[src/hdl/scir_regs.svh]
// constants shared by both ends of the isolated chain relay
`ifndef SCIR_REGS_SVH
`define SCIR_REGS_SVH

// ----------------------------------------------------------------
// frame layout
// ----------------------------------------------------------------
`define SCIR_FRAME_W      16
`define SCIR_CFG_FLAG     15
`define SCIR_CFG_REQ      0
`define SCIR_CFG_CONF     1
`define SCIR_CFG_AMP      2

// ----------------------------------------------------------------
// timing
// ----------------------------------------------------------------
`define SCIR_CLK_NS       4
`define SCIR_ISO_BIT_NS   376
`define SCIR_ISO_BIT_CYC  (`SCIR_ISO_BIT_NS / `SCIR_CLK_NS)
`define SCIR_SPI_HALF_CYC 4
`define SCIR_GAP_FAST_NS  60000
`define SCIR_GAP_SLOW_NS  425000
`define SCIR_GAP_FAST_CYC ((`SCIR_GAP_FAST_NS + `SCIR_CLK_NS - 1) / `SCIR_CLK_NS)
`define SCIR_GAP_SLOW_CYC ((`SCIR_GAP_SLOW_NS + `SCIR_CLK_NS - 1) / `SCIR_CLK_NS)

// ----------------------------------------------------------------
// host controller register map
// ----------------------------------------------------------------
`define SCIR_OFS_CTRL     8'h00
`define SCIR_OFS_TX       8'h04
`define SCIR_OFS_CFG      8'h08
`define SCIR_OFS_RX       8'h0c
`define SCIR_OFS_STAT     8'h10
`define SCIR_OFS_CLR      8'h14
`define SCIR_OFS_EN       8'h18
`define SCIR_CTRL_PSEL    0
`define SCIR_CTRL_WAKE    1
`define SCIR_CTRL_SLOW    2
`define SCIR_CTRL_RST     3'h0
`define SCIR_STAT_DONE    0
`define SCIR_STAT_FAULT   1
`define SCIR_STAT_DROP    2
`define SCIR_STAT_W       3

`endif

[src/hdl/scir_link_if.sv]
// host spi link between controller and bridging device
`timescale 1ns/10ps
interface scir_link_if;
  logic sck;
  logic ncs;
  logic sdi;
  logic sdo;
  logic port_select_pin;
  logic wake_input_pin;
  logic fault_out_low_side;

  modport dev_mp (
    input  sck, ncs, sdi, port_select_pin, wake_input_pin,
    output sdo, fault_out_low_side
  );
  modport host_mp (
    output sck, ncs, sdi, port_select_pin, wake_input_pin,
    input  sdo, fault_out_low_side
  );
endinterface : scir_link_if

[src/hdl/scir_dev_end.sv]
// bridging and relaying monitor device end of the isolated chain
//
// Added by the designer: the plain strobed port and the address map.
`timescale 1ns/10ps
`include "scir_regs.svh"
module scir_dev_end #(
  parameter int FRAME_W     = `SCIR_FRAME_W,
  parameter int ISO_BIT_CYC = `SCIR_ISO_BIT_CYC
) (
  // clock and reset
  input  wire logic ref_clk,
  input  wire logic rst,
  // host side link
  scir_link_if.dev_mp link,
  // lower isolated port, used as node
  input  wire logic lower_iso_rx_bit,
  input  wire logic lower_iso_rx_en,
  output logic      lower_iso_tx_bit,
  output logic      lower_iso_tx_en,
  // upper isolated port
  input  wire logic upper_iso_rx_bit,
  input  wire logic upper_iso_rx_en,
  output logic      upper_iso_tx_bit,
  output logic      upper_iso_tx_en,
  // supply monitors and fault line
  input  wire logic fault_in_high_side,
  input  wire logic comm_regulator_ov,
  input  wire logic comm_regulator_uv,
  input  wire logic ref_regulator_ov,
  input  wire logic ref_regulator_uv,
  input  wire logic main_regulator_uv,
  input  wire logic stack_supply_fault,
  // routine requests from monitor logic
  input  wire logic conv_req,
  input  wire logic coulomb_req,
  input  wire logic balance_req,
  // mode and routine status
  output logic       relay_mode,
  output logic       sleep_state,
  output logic       tx_amp_high,
  output logic       conv_enable,
  output logic       coulomb_enable,
  output logic       balance_enable,
  output logic [3:0] fault_flags
);
  localparam int CW = $clog2(FRAME_W + 1);
  localparam int TW = $clog2(ISO_BIT_CYC + 1);

  // ----------------------------------------------------------------
  // configuration state
  // ----------------------------------------------------------------
  logic relay_mode_request_q;
  logic relay_mode_confirm_q;
  logic amp_q;
  wire  relay_on = relay_mode_request_q & relay_mode_confirm_q;
  wire  spi_mode = relay_on | link.port_select_pin;

  // ----------------------------------------------------------------
  // spi slave receive
  // ----------------------------------------------------------------
  logic               sck_q;
  logic               ncs_q;
  logic [FRAME_W-1:0] rsh_q;
  logic [CW-1:0]      rcnt_q;
  wire  sck_rise  = link.sck & ~sck_q;
  wire  sck_fall  = ~link.sck & sck_q;
  wire  ncs_fall  = ~link.ncs & ncs_q;
  wire  ncs_rise  = link.ncs & ~ncs_q;
  wire  sel_act   = spi_mode & ~link.ncs;
  wire  frame_ok  = spi_mode & ncs_rise & (rcnt_q == CW'(FRAME_W));
  wire  is_cfg    = rsh_q[`SCIR_CFG_FLAG];
  wire  fw_load   = frame_ok & ~is_cfg;
  wire  cfg_load  = frame_ok & is_cfg;

  always_ff @(posedge ref_clk or posedge rst) begin
    if (rst) begin
      sck_q  <= 1'b0;
      ncs_q  <= 1'b1;
      rsh_q  <= '0;
      rcnt_q <= '0;
    end else begin
      sck_q <= link.sck;
      ncs_q <= link.ncs;
      if (ncs_fall) begin
        rcnt_q <= '0;
      end else if (sel_act && sck_rise) begin
        rsh_q <= {rsh_q[FRAME_W-2:0], link.sdi};
        if (rcnt_q != CW'(FRAME_W)) begin
          rcnt_q <= rcnt_q + CW'(1);
        end
      end
    end
  end

  // config frames stay local, all others go up the chain
  always_ff @(posedge ref_clk or posedge rst) begin
    if (rst) begin
      relay_mode_request_q <= 1'b0;
      relay_mode_confirm_q <= 1'b0;
      amp_q                <= 1'b0;
    end else if (cfg_load) begin
      relay_mode_request_q <= rsh_q[`SCIR_CFG_REQ];
      relay_mode_confirm_q <= rsh_q[`SCIR_CFG_CONF];
      amp_q                <= rsh_q[`SCIR_CFG_AMP];
    end
  end

  // ----------------------------------------------------------------
  // upper link transmit and receive
  // ----------------------------------------------------------------
  logic ser_bit;
  logic ser_en;

  scir_ser #(
    .W       (FRAME_W),
    .BIT_CYC (ISO_BIT_CYC)
  ) u_ser (
    .ref_clk (ref_clk),
    .rst     (rst),
    .load    (fw_load),
    .word    (rsh_q),
    .tx_bit  (ser_bit),
    .tx_en   (ser_en)
  );

  logic               uen_q;
  logic [TW-1:0]      utm_q;
  logic [FRAME_W-1:0] ush_q;
  logic [CW-1:0]      ucnt_q;
  logic [FRAME_W-1:0] rx_hold_q;
  wire  u_mid  = upper_iso_rx_en && (utm_q == TW'(ISO_BIT_CYC / 2));
  wire  u_wrap = utm_q == TW'(ISO_BIT_CYC - 1);
  wire  u_end  = uen_q & ~upper_iso_rx_en;

  // sampling mid bit keeps a little slack against edge jitter on the link
  always_ff @(posedge ref_clk or posedge rst) begin
    if (rst) begin
      uen_q     <= 1'b0;
      utm_q     <= '0;
      ush_q     <= '0;
      ucnt_q    <= '0;
      rx_hold_q <= '0;
    end else begin
      uen_q <= upper_iso_rx_en;
      if (!upper_iso_rx_en || u_wrap) begin
        utm_q <= '0;
      end else begin
        utm_q <= utm_q + TW'(1);
      end
      if (upper_iso_rx_en && !uen_q) begin
        ucnt_q <= '0;
      end else if (u_mid && ucnt_q != CW'(FRAME_W)) begin
        ush_q  <= {ush_q[FRAME_W-2:0], upper_iso_rx_bit};
        ucnt_q <= ucnt_q + CW'(1);
      end
      if (u_end && spi_mode && ucnt_q == CW'(FRAME_W)) begin
        rx_hold_q <= ush_q;
      end
    end
  end

  // ----------------------------------------------------------------
  // spi slave reply
  // ----------------------------------------------------------------
  logic [FRAME_W-1:0] tsh_q;

  always_ff @(posedge ref_clk or posedge rst) begin
    if (rst) begin
      tsh_q <= '0;
    end else if (ncs_fall) begin
      tsh_q <= spi_mode ? rx_hold_q : '0;
    end else if (sel_act && sck_fall) begin
      tsh_q <= {tsh_q[FRAME_W-2:0], 1'b0};
    end
  end

  assign link.sdo = tsh_q[FRAME_W-1];

  // ----------------------------------------------------------------
  // regeneration and port routing
  // ----------------------------------------------------------------
  // one register stage keeps relay delay far below one bit period
  always_ff @(posedge ref_clk or posedge rst) begin
    if (rst) begin
      upper_iso_tx_bit <= 1'b0;
      upper_iso_tx_en  <= 1'b0;
      lower_iso_tx_bit <= 1'b0;
      lower_iso_tx_en  <= 1'b0;
    end else begin
      upper_iso_tx_bit <= spi_mode ? ser_bit : lower_iso_rx_bit;
      upper_iso_tx_en  <= spi_mode ? ser_en : lower_iso_rx_en;
      lower_iso_tx_bit <= spi_mode ? 1'b0 : upper_iso_rx_bit;
      lower_iso_tx_en  <= spi_mode ? 1'b0 : upper_iso_rx_en;
    end
  end

  // ----------------------------------------------------------------
  // faults, routines and sleep
  // ----------------------------------------------------------------
  logic fault_out_q;

  always_ff @(posedge ref_clk or posedge rst) begin
    if (rst) begin
      fault_flags    <= 4'h0;
      fault_out_q    <= 1'b0;
      relay_mode     <= 1'b0;
      sleep_state    <= 1'b0;
      tx_amp_high    <= 1'b0;
      conv_enable    <= 1'b0;
      coulomb_enable <= 1'b0;
      balance_enable <= 1'b0;
    end else begin
      fault_flags[0] <= comm_regulator_ov | comm_regulator_uv;
      fault_flags[1] <= ref_regulator_ov | ref_regulator_uv;
      fault_flags[2] <= main_regulator_uv & ~relay_on;
      fault_flags[3] <= stack_supply_fault & ~relay_on;
      fault_out_q    <= relay_on ? fault_in_high_side : (|fault_flags);
      relay_mode     <= relay_on;
      sleep_state    <= relay_on & ~link.wake_input_pin;
      tx_amp_high    <= amp_q;
      conv_enable    <= conv_req & ~relay_on;
      coulomb_enable <= coulomb_req & ~relay_on;
      balance_enable <= balance_req & ~relay_on;
    end
  end

  assign link.fault_out_low_side = fault_out_q;
endmodule : scir_dev_end

[src/hdl/scir_ser.sv]
// word serializer driving the isolated link bit stream
`timescale 1ns/10ps
`include "scir_regs.svh"
module scir_ser #(
  parameter int W       = `SCIR_FRAME_W,
  parameter int BIT_CYC = `SCIR_ISO_BIT_CYC
) (
  // clock and reset
  input  wire logic         ref_clk,
  input  wire logic         rst,
  // word in
  input  wire logic         load,
  input  wire logic [W-1:0] word,
  // bit stream out
  output logic              tx_bit,
  output logic              tx_en
);
  localparam int CW = $clog2(W + 1);
  localparam int TW = $clog2(BIT_CYC + 1);

  logic [W-1:0]  sh_q;
  logic [CW-1:0] left_q;
  logic [TW-1:0] tm_q;
  wire           busy     = (left_q != '0);
  wire           bit_end  = busy && (tm_q == TW'(BIT_CYC - 1));

  // a load during a frame is dropped; the host gap keeps it from happening
  always_ff @(posedge ref_clk or posedge rst) begin
    if (rst) begin
      sh_q   <= '0;
      left_q <= '0;
      tm_q   <= '0;
    end else if (load && !busy) begin
      sh_q   <= word;
      left_q <= CW'(W);
      tm_q   <= '0;
    end else if (bit_end) begin
      sh_q   <= {sh_q[W-2:0], 1'b0};
      left_q <= left_q - CW'(1);
      tm_q   <= '0;
    end else if (busy) begin
      tm_q   <= tm_q + TW'(1);
    end
  end

  assign tx_bit = sh_q[W-1];
  assign tx_en  = busy;
endmodule : scir_ser

[src/flat_wrapper.sv]
// flat-port wrapper written by rule: the top's interface ports become plain ports
module scir_dev_end_flat 
#(
  parameter int FRAME_W     = `SCIR_FRAME_W,
  parameter int ISO_BIT_CYC = `SCIR_ISO_BIT_CYC
)
  (ref_clk, rst, lower_iso_rx_bit, lower_iso_rx_en, lower_iso_tx_bit, lower_iso_tx_en, upper_iso_rx_bit, upper_iso_rx_en, upper_iso_tx_bit, upper_iso_tx_en, fault_in_high_side, comm_regulator_ov, comm_regulator_uv, ref_regulator_ov, ref_regulator_uv, main_regulator_uv, stack_supply_fault, conv_req, coulomb_req, balance_req, relay_mode, sleep_state, tx_amp_high, conv_enable, coulomb_enable, balance_enable, fault_flags, link_sck, link_ncs, link_sdi, link_port_select_pin, link_wake_input_pin, link_sdo, link_fault_out_low_side);
  scir_link_if link_i ();
  input  wire logic ref_clk;
  input  wire logic rst;
  input  wire logic lower_iso_rx_bit;
  input  wire logic lower_iso_rx_en;
  output logic lower_iso_tx_bit;
  output logic lower_iso_tx_en;
  input  wire logic upper_iso_rx_bit;
  input  wire logic upper_iso_rx_en;
  output logic upper_iso_tx_bit;
  output logic upper_iso_tx_en;
  input  wire logic fault_in_high_side;
  input  wire logic comm_regulator_ov;
  input  wire logic comm_regulator_uv;
  input  wire logic ref_regulator_ov;
  input  wire logic ref_regulator_uv;
  input  wire logic main_regulator_uv;
  input  wire logic stack_supply_fault;
  input  wire logic conv_req;
  input  wire logic coulomb_req;
  input  wire logic balance_req;
  output logic relay_mode;
  output logic sleep_state;
  output logic tx_amp_high;
  output logic conv_enable;
  output logic coulomb_enable;
  output logic balance_enable;
  output logic [3:0] fault_flags;
  input wire logic [$bits(link_i.sck)-1:0] link_sck;
  input wire logic [$bits(link_i.ncs)-1:0] link_ncs;
  input wire logic [$bits(link_i.sdi)-1:0] link_sdi;
  input wire logic [$bits(link_i.port_select_pin)-1:0] link_port_select_pin;
  input wire logic [$bits(link_i.wake_input_pin)-1:0] link_wake_input_pin;
  output wire logic [$bits(link_i.sdo)-1:0] link_sdo;
  output wire logic [$bits(link_i.fault_out_low_side)-1:0] link_fault_out_low_side;
  assign link_i.sck = link_sck;
  assign link_i.ncs = link_ncs;
  assign link_i.sdi = link_sdi;
  assign link_i.port_select_pin = link_port_select_pin;
  assign link_i.wake_input_pin = link_wake_input_pin;
  assign link_sdo = link_i.sdo;
  assign link_fault_out_low_side = link_i.fault_out_low_side;
  scir_dev_end #(.FRAME_W(FRAME_W), .ISO_BIT_CYC(ISO_BIT_CYC)) u_core (.ref_clk(ref_clk), .rst(rst), .link(link_i), .lower_iso_rx_bit(lower_iso_rx_bit), .lower_iso_rx_en(lower_iso_rx_en), .lower_iso_tx_bit(lower_iso_tx_bit), .lower_iso_tx_en(lower_iso_tx_en), .upper_iso_rx_bit(upper_iso_rx_bit), .upper_iso_rx_en(upper_iso_rx_en), .upper_iso_tx_bit(upper_iso_tx_bit), .upper_iso_tx_en(upper_iso_tx_en), .fault_in_high_side(fault_in_high_side), .comm_regulator_ov(comm_regulator_ov), .comm_regulator_uv(comm_regulator_uv), .ref_regulator_ov(ref_regulator_ov), .ref_regulator_uv(ref_regulator_uv), .main_regulator_uv(main_regulator_uv), .stack_supply_fault(stack_supply_fault), .conv_req(conv_req), .coulomb_req(coulomb_req), .balance_req(balance_req), .relay_mode(relay_mode), .sleep_state(sleep_state), .tx_amp_high(tx_amp_high), .conv_enable(conv_enable), .coulomb_enable(coulomb_enable), .balance_enable(balance_enable), .fault_flags(fault_flags));
endmodule
[config.mk]
export PLATFORM = sky130hd
export DESIGN_NAME = scir_dev_end_flat
export DESIGN_NICKNAME = d
export VERILOG_FILES = /design/src/hdl/scir_link_if.sv /design/src/hdl/scir_dev_end.sv /design/src/hdl/scir_ser.sv /design/src/flat_wrapper.sv
export VERILOG_INCLUDE_DIRS = /design/src /design/src/hdl
export SDC_FILE = /design/constraint.sdc
export NUM_CORES = 1
export LEC_CHECK = 0
export BUFFER_PORTS_ARGS = -buffer_cell sky130_fd_sc_hd__buf_2
export CORE_MARGIN = 4
export CORE_UTILIZATION = 41
export CTS_CLUSTER_SIZE = 30
export DETAILED_ROUTE_END_ITERATION = 8
export PLACE_DENSITY = 0.66
export SLEW_MARGIN = 20
export SYNTH_ARGS = -nofsm -noshare
export SYNTH_HDL_FRONTEND = slang
export SYNTH_SLANG_ARGS = --single-unit
[constraint.sdc]
create_clock -name ref_clk -period 3.7 [get_ports ref_clk]
set_input_delay 0.185 -clock ref_clk [delete_from_list [all_inputs] [get_ports ref_clk]]
set_output_delay 0.185 -clock ref_clk [all_outputs]
set_load 0.1 [all_outputs]
# --- After elaboration in Yosys (flattened, before gate mapping) ---
# Index checks and enable logic that the tools add are counted.
word_totals:
  rom_bits: 0
  in_bits: 21
  n_memories: 0
  wordCells: 115
  mem_bits_rw: 0
  output_inout_bits: 16
  latch_bits: 0
  reg_bits: 130
classes:
  div: 0
  muxes: 21
  mul: 0
  add_sub_neg: 5
  bitwise: 30
  magnitude_cmp: 0
  n_reduce_logical: 24
  shifts: 0
  eq_ne: 7
ops:
  columns: ["operator", "count"]
  rows:
  - ["16-bit two-way mux", 5]
  - ["5-bit two-way mux", 7]
  - ["7-bit two-way mux", 4]
  - ["1-bit bitwise AND", 17]
  - ["7-bit by 1-bit adder with 7-bit output (second input constant)", 2]
  - ["7-bit == test (second input constant)", 2]
  - ["5-bit by 1-bit adder with 5-bit output (second input constant)", 2]
  - ["5-bit == test (second input constant)", 2]
  - ["5-bit inequality test (second input constant)", 2]
  - ["1-bit inverter", 10]
  - ["2-bit nonzero test", 5]
  - ["1-bit logical AND", 9]
  - ["7-bit by 6-bit == test with 1-bit output (second input constant)", 1]
  - ["2-bit AND reduction", 3]
  - ["1-bit two-way mux", 5]
  - ["5-bit nonzero test", 1]
  - ["5-bit by 1-bit subtractor with 5-bit output (second input constant)", 1]
  - ["4-bit OR reduction", 1]
  - ["1-bit zero test", 3]
  - ["1-bit bitwise OR", 3]
  - ["3-bit nonzero test", 1]
  - ["1-bit logical OR", 1]

# --- Longest topological paths before layout ---
# Gate-level depths: netlist of run 1.
logic_depth:
  word_depth: 7
  mapped_depth: 8
  depth_no_buf: 6

# --- Cells and area by module ---
# From an unflattened synthesis of run 1, not the netlist that was laid out.
unflattened:
  hier_cells: 463
  hier_area_um2: 5647.9
modules_own_cells:
  columns: ["mod", "instances", "seq_area_each_um2", "area_each_um2", "cells_per_inst"]
  rows:
  - ["scir_dev_end", 1, 2553.7, 4300.4, 349]
  - ["scir_ser", 1, 700.7, 1347.5, 114]

# --- Worst setup path before layout of run 1 ---
# No wires, ideal clock.
synth_timing:
  kind: "register to register"
  start: "register u_core.u_ser.left_q[0]"
  end: "register u_core.u_ser.sh_q[10]"
  arrival_ns: 2.022
  path_stages_with_launch: 9
  setup_slack_ns: 1.560
  path_buffers: 2
  period_less_slack_ns: 2.140
  setup_time_ns: 0.118
  path_cell_list: "dfrtp_1 inv_1 ha_1 or4b_4 buf_6 nor4_4 nor2_4 buf_6 a21o_1"
synth_via:
  elab_chain_len: 4
synth_rtl:
  columns: ["element", "line_no", "rtl"]
  rows:
  - ["start, declared", "scir_ser.sv:22", "logic [CW-1:0] left_q;"]
  - ["start signal, assigned", "scir_ser.sv:35", "left_q <= CW'(W);"]
  - ["start signal, assigned", "scir_ser.sv:39", "left_q <= left_q - CW'(1);"]
  - ["5-bit nonzero test (*)", "scir_ser.sv:24", "wire busy = (left_q != '0);"]
  - ["1-bit zero test", "scir_ser.sv:33", "end else if (load && !busy) begin"]
  - ["1-bit logical AND", "scir_ser.sv:33", null]
  - ["16-bit two-way mux / 2-bit nonzero test (equally long branches)", null, null]
  - ["end signal, assigned", "scir_ser.sv:34", "sh_q <= word;"]
  - ["end signal, assigned", "scir_ser.sv:38", "sh_q <= {sh_q[W-2:0], 1'b0};"]
  - ["end, declared", "scir_ser.sv:21", "logic [W-1:0] sh_q;"]
# Every way passes the cells marked *; elsewhere a longest branch is shown, timed or not.
# A chain may end at the register's enable or synchronous reset.

# --- Worst setup path in the final report of run 1 ---
layout_timing:
  start: "register u_core.ucnt_q[0]"
  end: "register u_core.rx_hold_q[15]"
layout_via:
  elab_chain_len: 2
layout_rtl:
  columns: ["element", "line_no", "rtl"]
  rows:
  - ["start, declared", "scir_dev_end.sv:129", "logic [CW-1:0] ucnt_q;"]
  - ["start signal, assigned", "scir_dev_end.sv:154", "ucnt_q <= ucnt_q + CW'(1);"]
  - ["5-bit == test", "scir_dev_end.sv:156", "if (u_end && spi_mode && ucnt_q == CW'(FRAME_W)) begin"]
  - ["1-bit logical AND", "scir_dev_end.sv:156", null]
  - ["end signal, assigned", "scir_dev_end.sv:157", "rx_hold_q <= ush_q;"]
  - ["end, declared", "scir_dev_end.sv:130", "logic [FRAME_W-1:0] rx_hold_q;"]
# No other way between the ends.

==> results of run 1 <==
[cells by family (layout without fill, tap and decap cells)]
group | after synthesis | count (layout) | share of synthesized area [%]
mux | 70 | 70 | 14.01
buf+inv | 29 | 105 | 2.721
xor+xnor | 9 | 9 | 1.405
compound gates | 60 | 60 | 8.296
simple gates | 146 | 146 | 13.56
flops | 130 | 130 | 58.01
fa+ha+maj | 9 | 9 | 2.007
[stage by stage]
| stage | setup WS [ns] | util [%] | area, µm² | cells | hold WS [ns] |
|---|---|---|---|---|---|
| floorplan | 0.04731 | - | 5610 | 453 | 0.1895 |
| global route | 1.001 | 50.70 | 6768 | 705 | 0.01564 |
| finish | 1.243 | 50.70 | 6768 | 705 | 0.02990 |
| CTS | 1.206 | 50.70 | 6768 | 705 | 0.006174 |
| detailed placement | 1.206 | 44.76 | 5974 | 657 | 0.3273 |
| global placement | 1.245 | 44.76 | 5974 | 657 | 0.3263 |
[worst register-to-register path, cell delays in order, from the launching register on]
cell and delay [ns]:
dfrtp_1 0.42, inv_1 0.07, ha_1 0.13, nor4bb_1 0.43, nand4b_1 0.73, mux2_2 0.55
[registers in the layout, indices dropped and copies added, names as in the netlist, 4 cells and up]
register,count
u_core.u_ser.sh_q,16
u_core.ush_q,16
u_core.rsh_q,16
u_core.rcnt_q,5
u_core.tsh_q,16
u_core.utm_q,7
u_core.rx_hold_q,16
u_core.fault_flags,4
u_core.u_ser.tm_q,7
u_core.u_ser.left_q,5
u_core.ucnt_q,5
[power by group]
part | total, µW | switching, µW | leakage (µW) | internal (µW)
Sequential | 1530 | 51.1 | 0.00175 | 1480
Combinational | 262 | 166 | 0.00136 | 96.1
Clock | 1770 | 635 | 0.000302 | 1130
[per-layer routing]
metal  wire length, µm  track usage, %  vias to the layer above
met5                 0               0                        -
met4               229           6.314                        0
met3               296           3.539                       18
met2              4789           21.89                       52
met1              4861           18.87                     1804
li1                  -               -                     1739
[cell type report]
cell class	instances	area (µm²)
sequential	130	3254
tap	176	220.2
fill	1163	6580
timing repair buffer	60	400.4
multi-input combinational	294	2208
clock inverter	15	207.7
clock buffer	17	425.4
inverter	13	51.30
[worst paths after layout]
check	end	slack (ns)	depth (start not counted)
hold reg to reg	u_core.tx_amp_high$_DFF_PP0_	0.38	0
setup reg to reg	u_core.rx_hold_q[15]$_DFFE_PP0P_	1.24	5
setup / recovery	u_core.rx_hold_q[15]$_DFFE_PP0P_	1.24	5
hold / removal	u_core.link.fault_out_low_side$_DFF_PP0_	0.03	3
min in group asynchronous	u_core.coulomb_enable$_DFF_PP0_	0.56	3
max in group asynchronous	u_core.ush_q[13]$_DFFE_PP0P_	2.19	4
[cell usage in the layout, fill, tap and decap left out, drive strengths merged, types with 3 or more instances in the layout]
master       Yosys  layout
dfrtp          129     129
nand2b           6       6
mux2            68      68
inv             13      16
o21ai            8       8
xnor2            4       4
ha               9       9
bufinv           0       4
o31ai            4       4
nor4             4       4
and3             3       3
nor2            23      23
a21o            17      17
dlygate4sd3      0      16
a21oi            5       5
buf              7      44
xor2             5       5
o211ai           3       3
nor3             5       5
clkinvlp         0       3
clkinv           0       5
clkbuf           9      17
nand2           44      44
and2             9       9
nand4            4       4
nand3           30      30
a22o            15      15
nand4b           3       3
==> summary.txt, run 1 <==
Worst setup path
  • Critical path type: flop to flop
  • CP bufs+invs: 1
  • Highest-delay cell along the critical path: nand4b_1
  • Critical path startpoint: u_core.ucnt_q[0]$_DFFE_PP0P_
  • Critical R2R Launch: u_core.ucnt_q[0]$_DFFE_PP0P_
  • Critical path launch point type: flop
  • Max incr delay on CP: 0.73 ns
  • Cells along the critical path: inv_1 > ha_1 > nor4bb_1 > nand4b_1 > mux2_2
  • Cell family with most CP delay: simple AND/OR/NAND/NOR gates
  • WP data arrival: 2.75 ns
  • CP max FO: 16
  • CP endpoint kind: flop
  • WP data required: 3.99 ns

Drt
  • Antenna Nets Post-Route: 0
  • Post-route DRC: 0
  • DR iter-0 viols: 168
  • DR vias: 3,613
  • DR vias/cell: 5.125
  • WL per Instance: 14.43 µm
  • Drt total wl: 10.18 mm
  • Pre-Repair DR Iteration Count: 4

Min path
  • Hold Crit Start: fault_in_high_side
  • Min-delay worst type: input port to flop

STA
  • Setup Total Neg Slack: 0 ns
  • Final period utilization: 66.40%
  • Worst slew margin: 39.93%
  • Slew @ Worst Pin: 0.9011 ns
  • F_max: 407.0 MHz
  • Final Hold Viols: 0
  • Final setup fails: 0
  • Crit path time final: 2.457 ns
  • RSZ-0062 raised after global routing: no
  • Final Max Slew Viols: 0
  • Clk_skew: 0.007838 ns

Yosys
  • Top cells by count, synth: dfrtp_1 (129), mux2_2 (68), nand2_1 (44)
  • EDFF count, synth: 0
  • Ys async rst share: 100.0%
  • Post-Syn Instances: 453
  • Most frequent cell after synthesis: dfrtp_1
  • Post-synthesis sequential area ratio: 58.01%
  • Ys flop type: dfrtp_1
  • Yosys warns: 0
  • Synth Register Bits: 130
  • Cell taking the most area after synthesis: dfrtp_1
  • Cell Area, Synth: 0.005610 mm²
  • Synth area leaders: dfrtp_1 (58%), mux2_2 (14%), nand2_1 (2.9%), nand3_1 (2.7%), a22o_2 (2.5%)
  • Mean area per synthesized cell: 12.38 µm²
  • Syn nets: 483
  • Post-synth cell types: 50
  • Share of the synthesized area in the top cell type: 57.54%

CTS
  • CTS H-tree depth: 4
  • Clk Latency, worst-skew pair: 0.41 ns
  • Hold_buf cts: 16
  • Clock Pin Slew Worst Setup and Hold Paths: 0.06 ns
  • Post-CTS sizing: 0
  • CTS tree: built
  • CTS Buf Count: 17
  • Clk root buf: clkbuf_16
  • Post-CTS Setup Repair Bufs: 0
  • CTS Buffer Depth: 2
  • Sinks on the clock net: 130

Floorplanning
  • Die H: 125.0 µm
  • Top-Level Pins: 37
  • Row cnt: 42
  • Core Area: 0.01335 mm²
  • Initial Util: 42.03%
  • Die ar.: 0.01562 mm²
  • Chip width: 125.0 µm

Finish
  • Nets: 546
  • Syn-to-layout area delta: 20.63%
  • Diodes inserted: 0
  • Share of post-route cells with drive strength above 1: 32.51%

GRT
  • Total grt overflow: 0
  • Vias in the first global route: 3,766
  • First-pass GRT wire length: 18.04 mm
  • Largest net degree at the start of global routing: 77
  • Initial antenna violation count: 0
  • Total track usage: 14.12%

Status
  • Status: completed

Pwr
  • Worst VDD drop: 0.3470 mV
  • Pwr Total: 3559 µW
  • PD cells: 525.9 mW/mm²
  • LEAKAGE: 0.003418 µW

Placed design
  • I/O Buffers: 36
  • Hpwl dp: 6.689 mm
  • Routability Congestion: 0.7904

Run
  • Maxcap violations: 0
Note: power is estimated with default switching activity, not from simulation.
==> run 2: changes to the inputs <==
--- a/config.mk
+++ b/config.mk
@@ -11,7 +11,7 @@
 export CORE_UTILIZATION = 41
 export CTS_CLUSTER_SIZE = 30
 export DETAILED_ROUTE_END_ITERATION = 8
-export PLACE_DENSITY = 0.66
+export PLACE_DENSITY = 0.64
 export SLEW_MARGIN = 20
 export SYNTH_ARGS = -nofsm -noshare
 export SYNTH_HDL_FRONTEND = slang
==> constraint.sdc (replaced) <==
create_clock -name ref_clk -period 2.3 [get_ports ref_clk]
set_input_delay 0.115 -clock ref_clk [delete_from_list [all_inputs] [get_ports ref_clk]]
set_output_delay 0.115 -clock ref_clk [all_outputs]
set_load 0.1 [all_outputs]
==> run 2 against run 1 <==
Net effect:
- global-route usage increased by 0.18 points
- sequential share of layout area decreased by 1.1 points
- setup slack got worse by 1.1 ns
- largest cell class unchanged
- largest power group unchanged
==> summary.txt, run 2 (synthesis gave the netlist of run 1 again) <==
GRT
  • Total grt overflow: 0 (unchanged)
  • Layer carrying the most global-route usage: met2
  • Met1 usage: 18.84% (-0.026 points)
  • Met2 Use GR: 22.08% (+0.19 points)
  • First-pass GRT wire length: 18.26 mm (+1.2%)
  • Initial antenna violation count: 0 (unchanged)
  • Grt met3 use: 4.350% (+0.81 points)
  • Total track usage: 14.31% (+0.18 points)
  • Largest net degree at the start of global routing: 33 (-57%)
  • Vias in the first global route: 3,820 (+1.4%)

Drt
  • DR vias: 3,697 (+2.3%)
  • Post-route DRC: 0 (unchanged)
  • DR iter-0 viols: 209 (+24%)
  • WL per Instance: 14.39 µm (-0.32%)
  • DR vias/cell: 5.135 (+0.19%)
  • Antenna Nets Post-Route: 0 (unchanged)
  • Pre-Repair DR Iteration Count: 4 (unchanged)
  • Drt total wl: 10.36 mm (+1.8%)

Pwr
  • PD cells: 829.8 mW/mm² (+58%)
  • Worst VDD drop: 0.4286 mV (+24%)
  • LEAKAGE: 0.003487 µW (+2.0%)

CTS
  • Clk root buf: clkbuf_16
  • CTS Buf Count: 17 (unchanged)
  • Clk Latency, worst-skew pair: 0.41 ns (about the same)
  • CTS H-tree depth: 4 (unchanged)
  • CTS Buffer Depth: 2 (unchanged)
  • CTS tree: built
  • Sinks on the clock net: 130 (unchanged)
  • Clock Pin Slew Worst Setup and Hold Paths: 0.06 ns (about the same)
  • Post-CTS sizing: 0 (unchanged)

Finish
  • Storage element area: 0.003254 mm² (unchanged)
  • Nets: 561 (+2.7%)
  • Fillers: 1,172 (+0.77%)
  • Most common cell after layout, fill and taps aside: dfrtp_1
  • Share of post-route cells with drive strength above 1: 33.82% (+1.3 points)
  • Syn-to-layout area delta: 23.44%
  • Area of the multi-input gates: 0.002208 mm² (unchanged)
  • Commonest cells after routing, fill and taps aside: dfrtp_1 (129), mux2_2 (68), nand2_1 (44)
  • Diodes inserted: 0 (unchanged)
  • Finished Layout Cells: 720 (+2.1%)

Placed design
  • Placed insts: 669 (+1.8%)
  • I/O Buffers: 36 (unchanged)
  • Routability Congestion: 0.7656 (-3.1%)
  • Hpwl dp: 6.858 mm (+2.5%)

STA
  • Worst slew margin: 48.83% (+8.9 points)
  • Final period utilization: 92.35% (+26 points)
  • Slew @ Worst Pin: 0.7610 ns (-0.1401 ns)
  • Crit path time final: 2.124 ns (-0.3329 ns)
  • Final setup fails: 0 (unchanged)
  • Setup Total Neg Slack: 0 ns (unchanged)
  • RSZ-0062 raised after global routing: no
  • F_max: 470.8 MHz (+16%)
  • Final Max Slew Viols: 0 (unchanged)
  • Final Hold Viols: 0 (unchanged)
  • Clk_skew: 0.006169 ns (-0.001668 ns)

Floorplanning
  • Top-Level Pins: 37 (unchanged)
  • Chip width: 125.0 µm (unchanged)
  • Row cnt: 42 (unchanged)
  • Die ar.: 0.01562 mm² (unchanged)
  • Core Area: 0.01335 mm² (unchanged)
  • Die H: 125.0 µm (unchanged)
  • Initial Util: 42.03% (unchanged)

Run
  • Maxcap violations: 0 (unchanged)

Worst setup path
  • Worst r2r path cells: 7 (+2)
  • R2r setup slk: 0.18 ns (-1.07 ns)
  • CP endpoint kind: flop
  • WP data arrival: 2.41 ns (-0.34 ns)
  • Critical path type: flop to flop
  • Critical path startpoint: u_core.ucnt_q[0]$_DFFE_PP0P_
  • Critical path launch point type: flop
  • Critical R2R Launch: u_core.ucnt_q[0]$_DFFE_PP0P_
  • Reg2reg end: u_core.ucnt_q[3]$_DFFE_PP0P_
  • WP data required: 2.58 ns (-1.41 ns)
  • CP max FO: 7 (-9)

Min path
  • Hold Crit Start: link_port_select_pin
  • Min-delay worst type: input port to flop
  • Hold depth: 5 (+2)
  • Hold endpoint: u_core.upper_iso_tx_bit$_DFF_PP0_

Status
  • Status: completed
## run 2: cell types whose count changed in the layout (fill, tap and decap cells not counted), sizes merged
cell | previous run | this run
dlygate4sd3 | 16 | 19
clkinv | 5 | 2
clkinvlp | 3 | 6
buf | 44 | 56
## run 2: worst max-delay path by stage
stage / endpoint / slack [ns] / cells past startpoint
after global placement: u_core.u_ser.sh_q[14]$_DFFE_PP0P_ / 0.28 / 7
after floorplan: u_core.u_ser.sh_q[10]$_DFFE_PP0P_ / 0.16 / 8
after detailed placement: u_core.u_ser.sh_q[1]$_DFFE_PP0P_ / 0.21 / 7
after CTS: u_core.ucnt_q[3]$_DFFE_PP0P_ / 0.20 / 7
after global routing: u_core.ucnt_q[3]$_DFFE_PP0P_ / 0.11 / 7
final: u_core.ucnt_q[3]$_DFFE_PP0P_ / 0.18 / 7
## run 2: repair_timing
action | CTS | global route
endpoints found under the hold margin | 40 | 0
buffers inserted | 0 | 0
setup endpoints to repair | 0 | 0
hold buffers | 19 | 0
## run 2: per-layer routing
metal	part of all wire [%]	up-vias	wire, µm
met5	0	-	0
met4	1.2	0	123
met3	3.5	9	362
met2	48	49	4942
met1	48	1867	4931
li1	-	1772	-
## run 2: final cells by class
cell class                 instances  area share, %
timing repair buffer              75          8.058
sequential                       130          46.99
multi-input combinational        294          31.89
tap                              176          3.180
clock inverter                    15          2.981
inverter                          13         0.7588
clock buffer                      17          6.143
## run 2: worst max-delay path, cell delays in order, from the launching register on
cell and delay (ns):
dfrtp_1 0.42, inv_1 0.07, ha_1 0.20, nor4bb_1 0.16, buf_4 0.14, or4_1 0.65
o211ai_1 0.25, o31ai_1 0.11
## run 2: stage by stage
stage          power, µW  hold WS, ns  cell area [µm²]  setup WS (ns)  utilization [%]
5_1_grt             5978       0.1662             6925         0.1129            51.88
3_3_place_gp        2896       0.2402             6103         0.2756            45.73
4_1_cts             5802       0.1321             6925         0.1956            51.88
2_1_floorplan       2786       0.1195             5614         0.1600                -
3_5_place_dp        2915       0.2466             6103         0.2133            45.73
6_report            5747       0.1453             6925         0.1759            51.88
## run 2: power by group
group | internal (µW) | switching [µW]
sequential | 2370 | 82.2
clock | 1820 | 1030
combinational | 171 | 268
total | 4370 | 1380
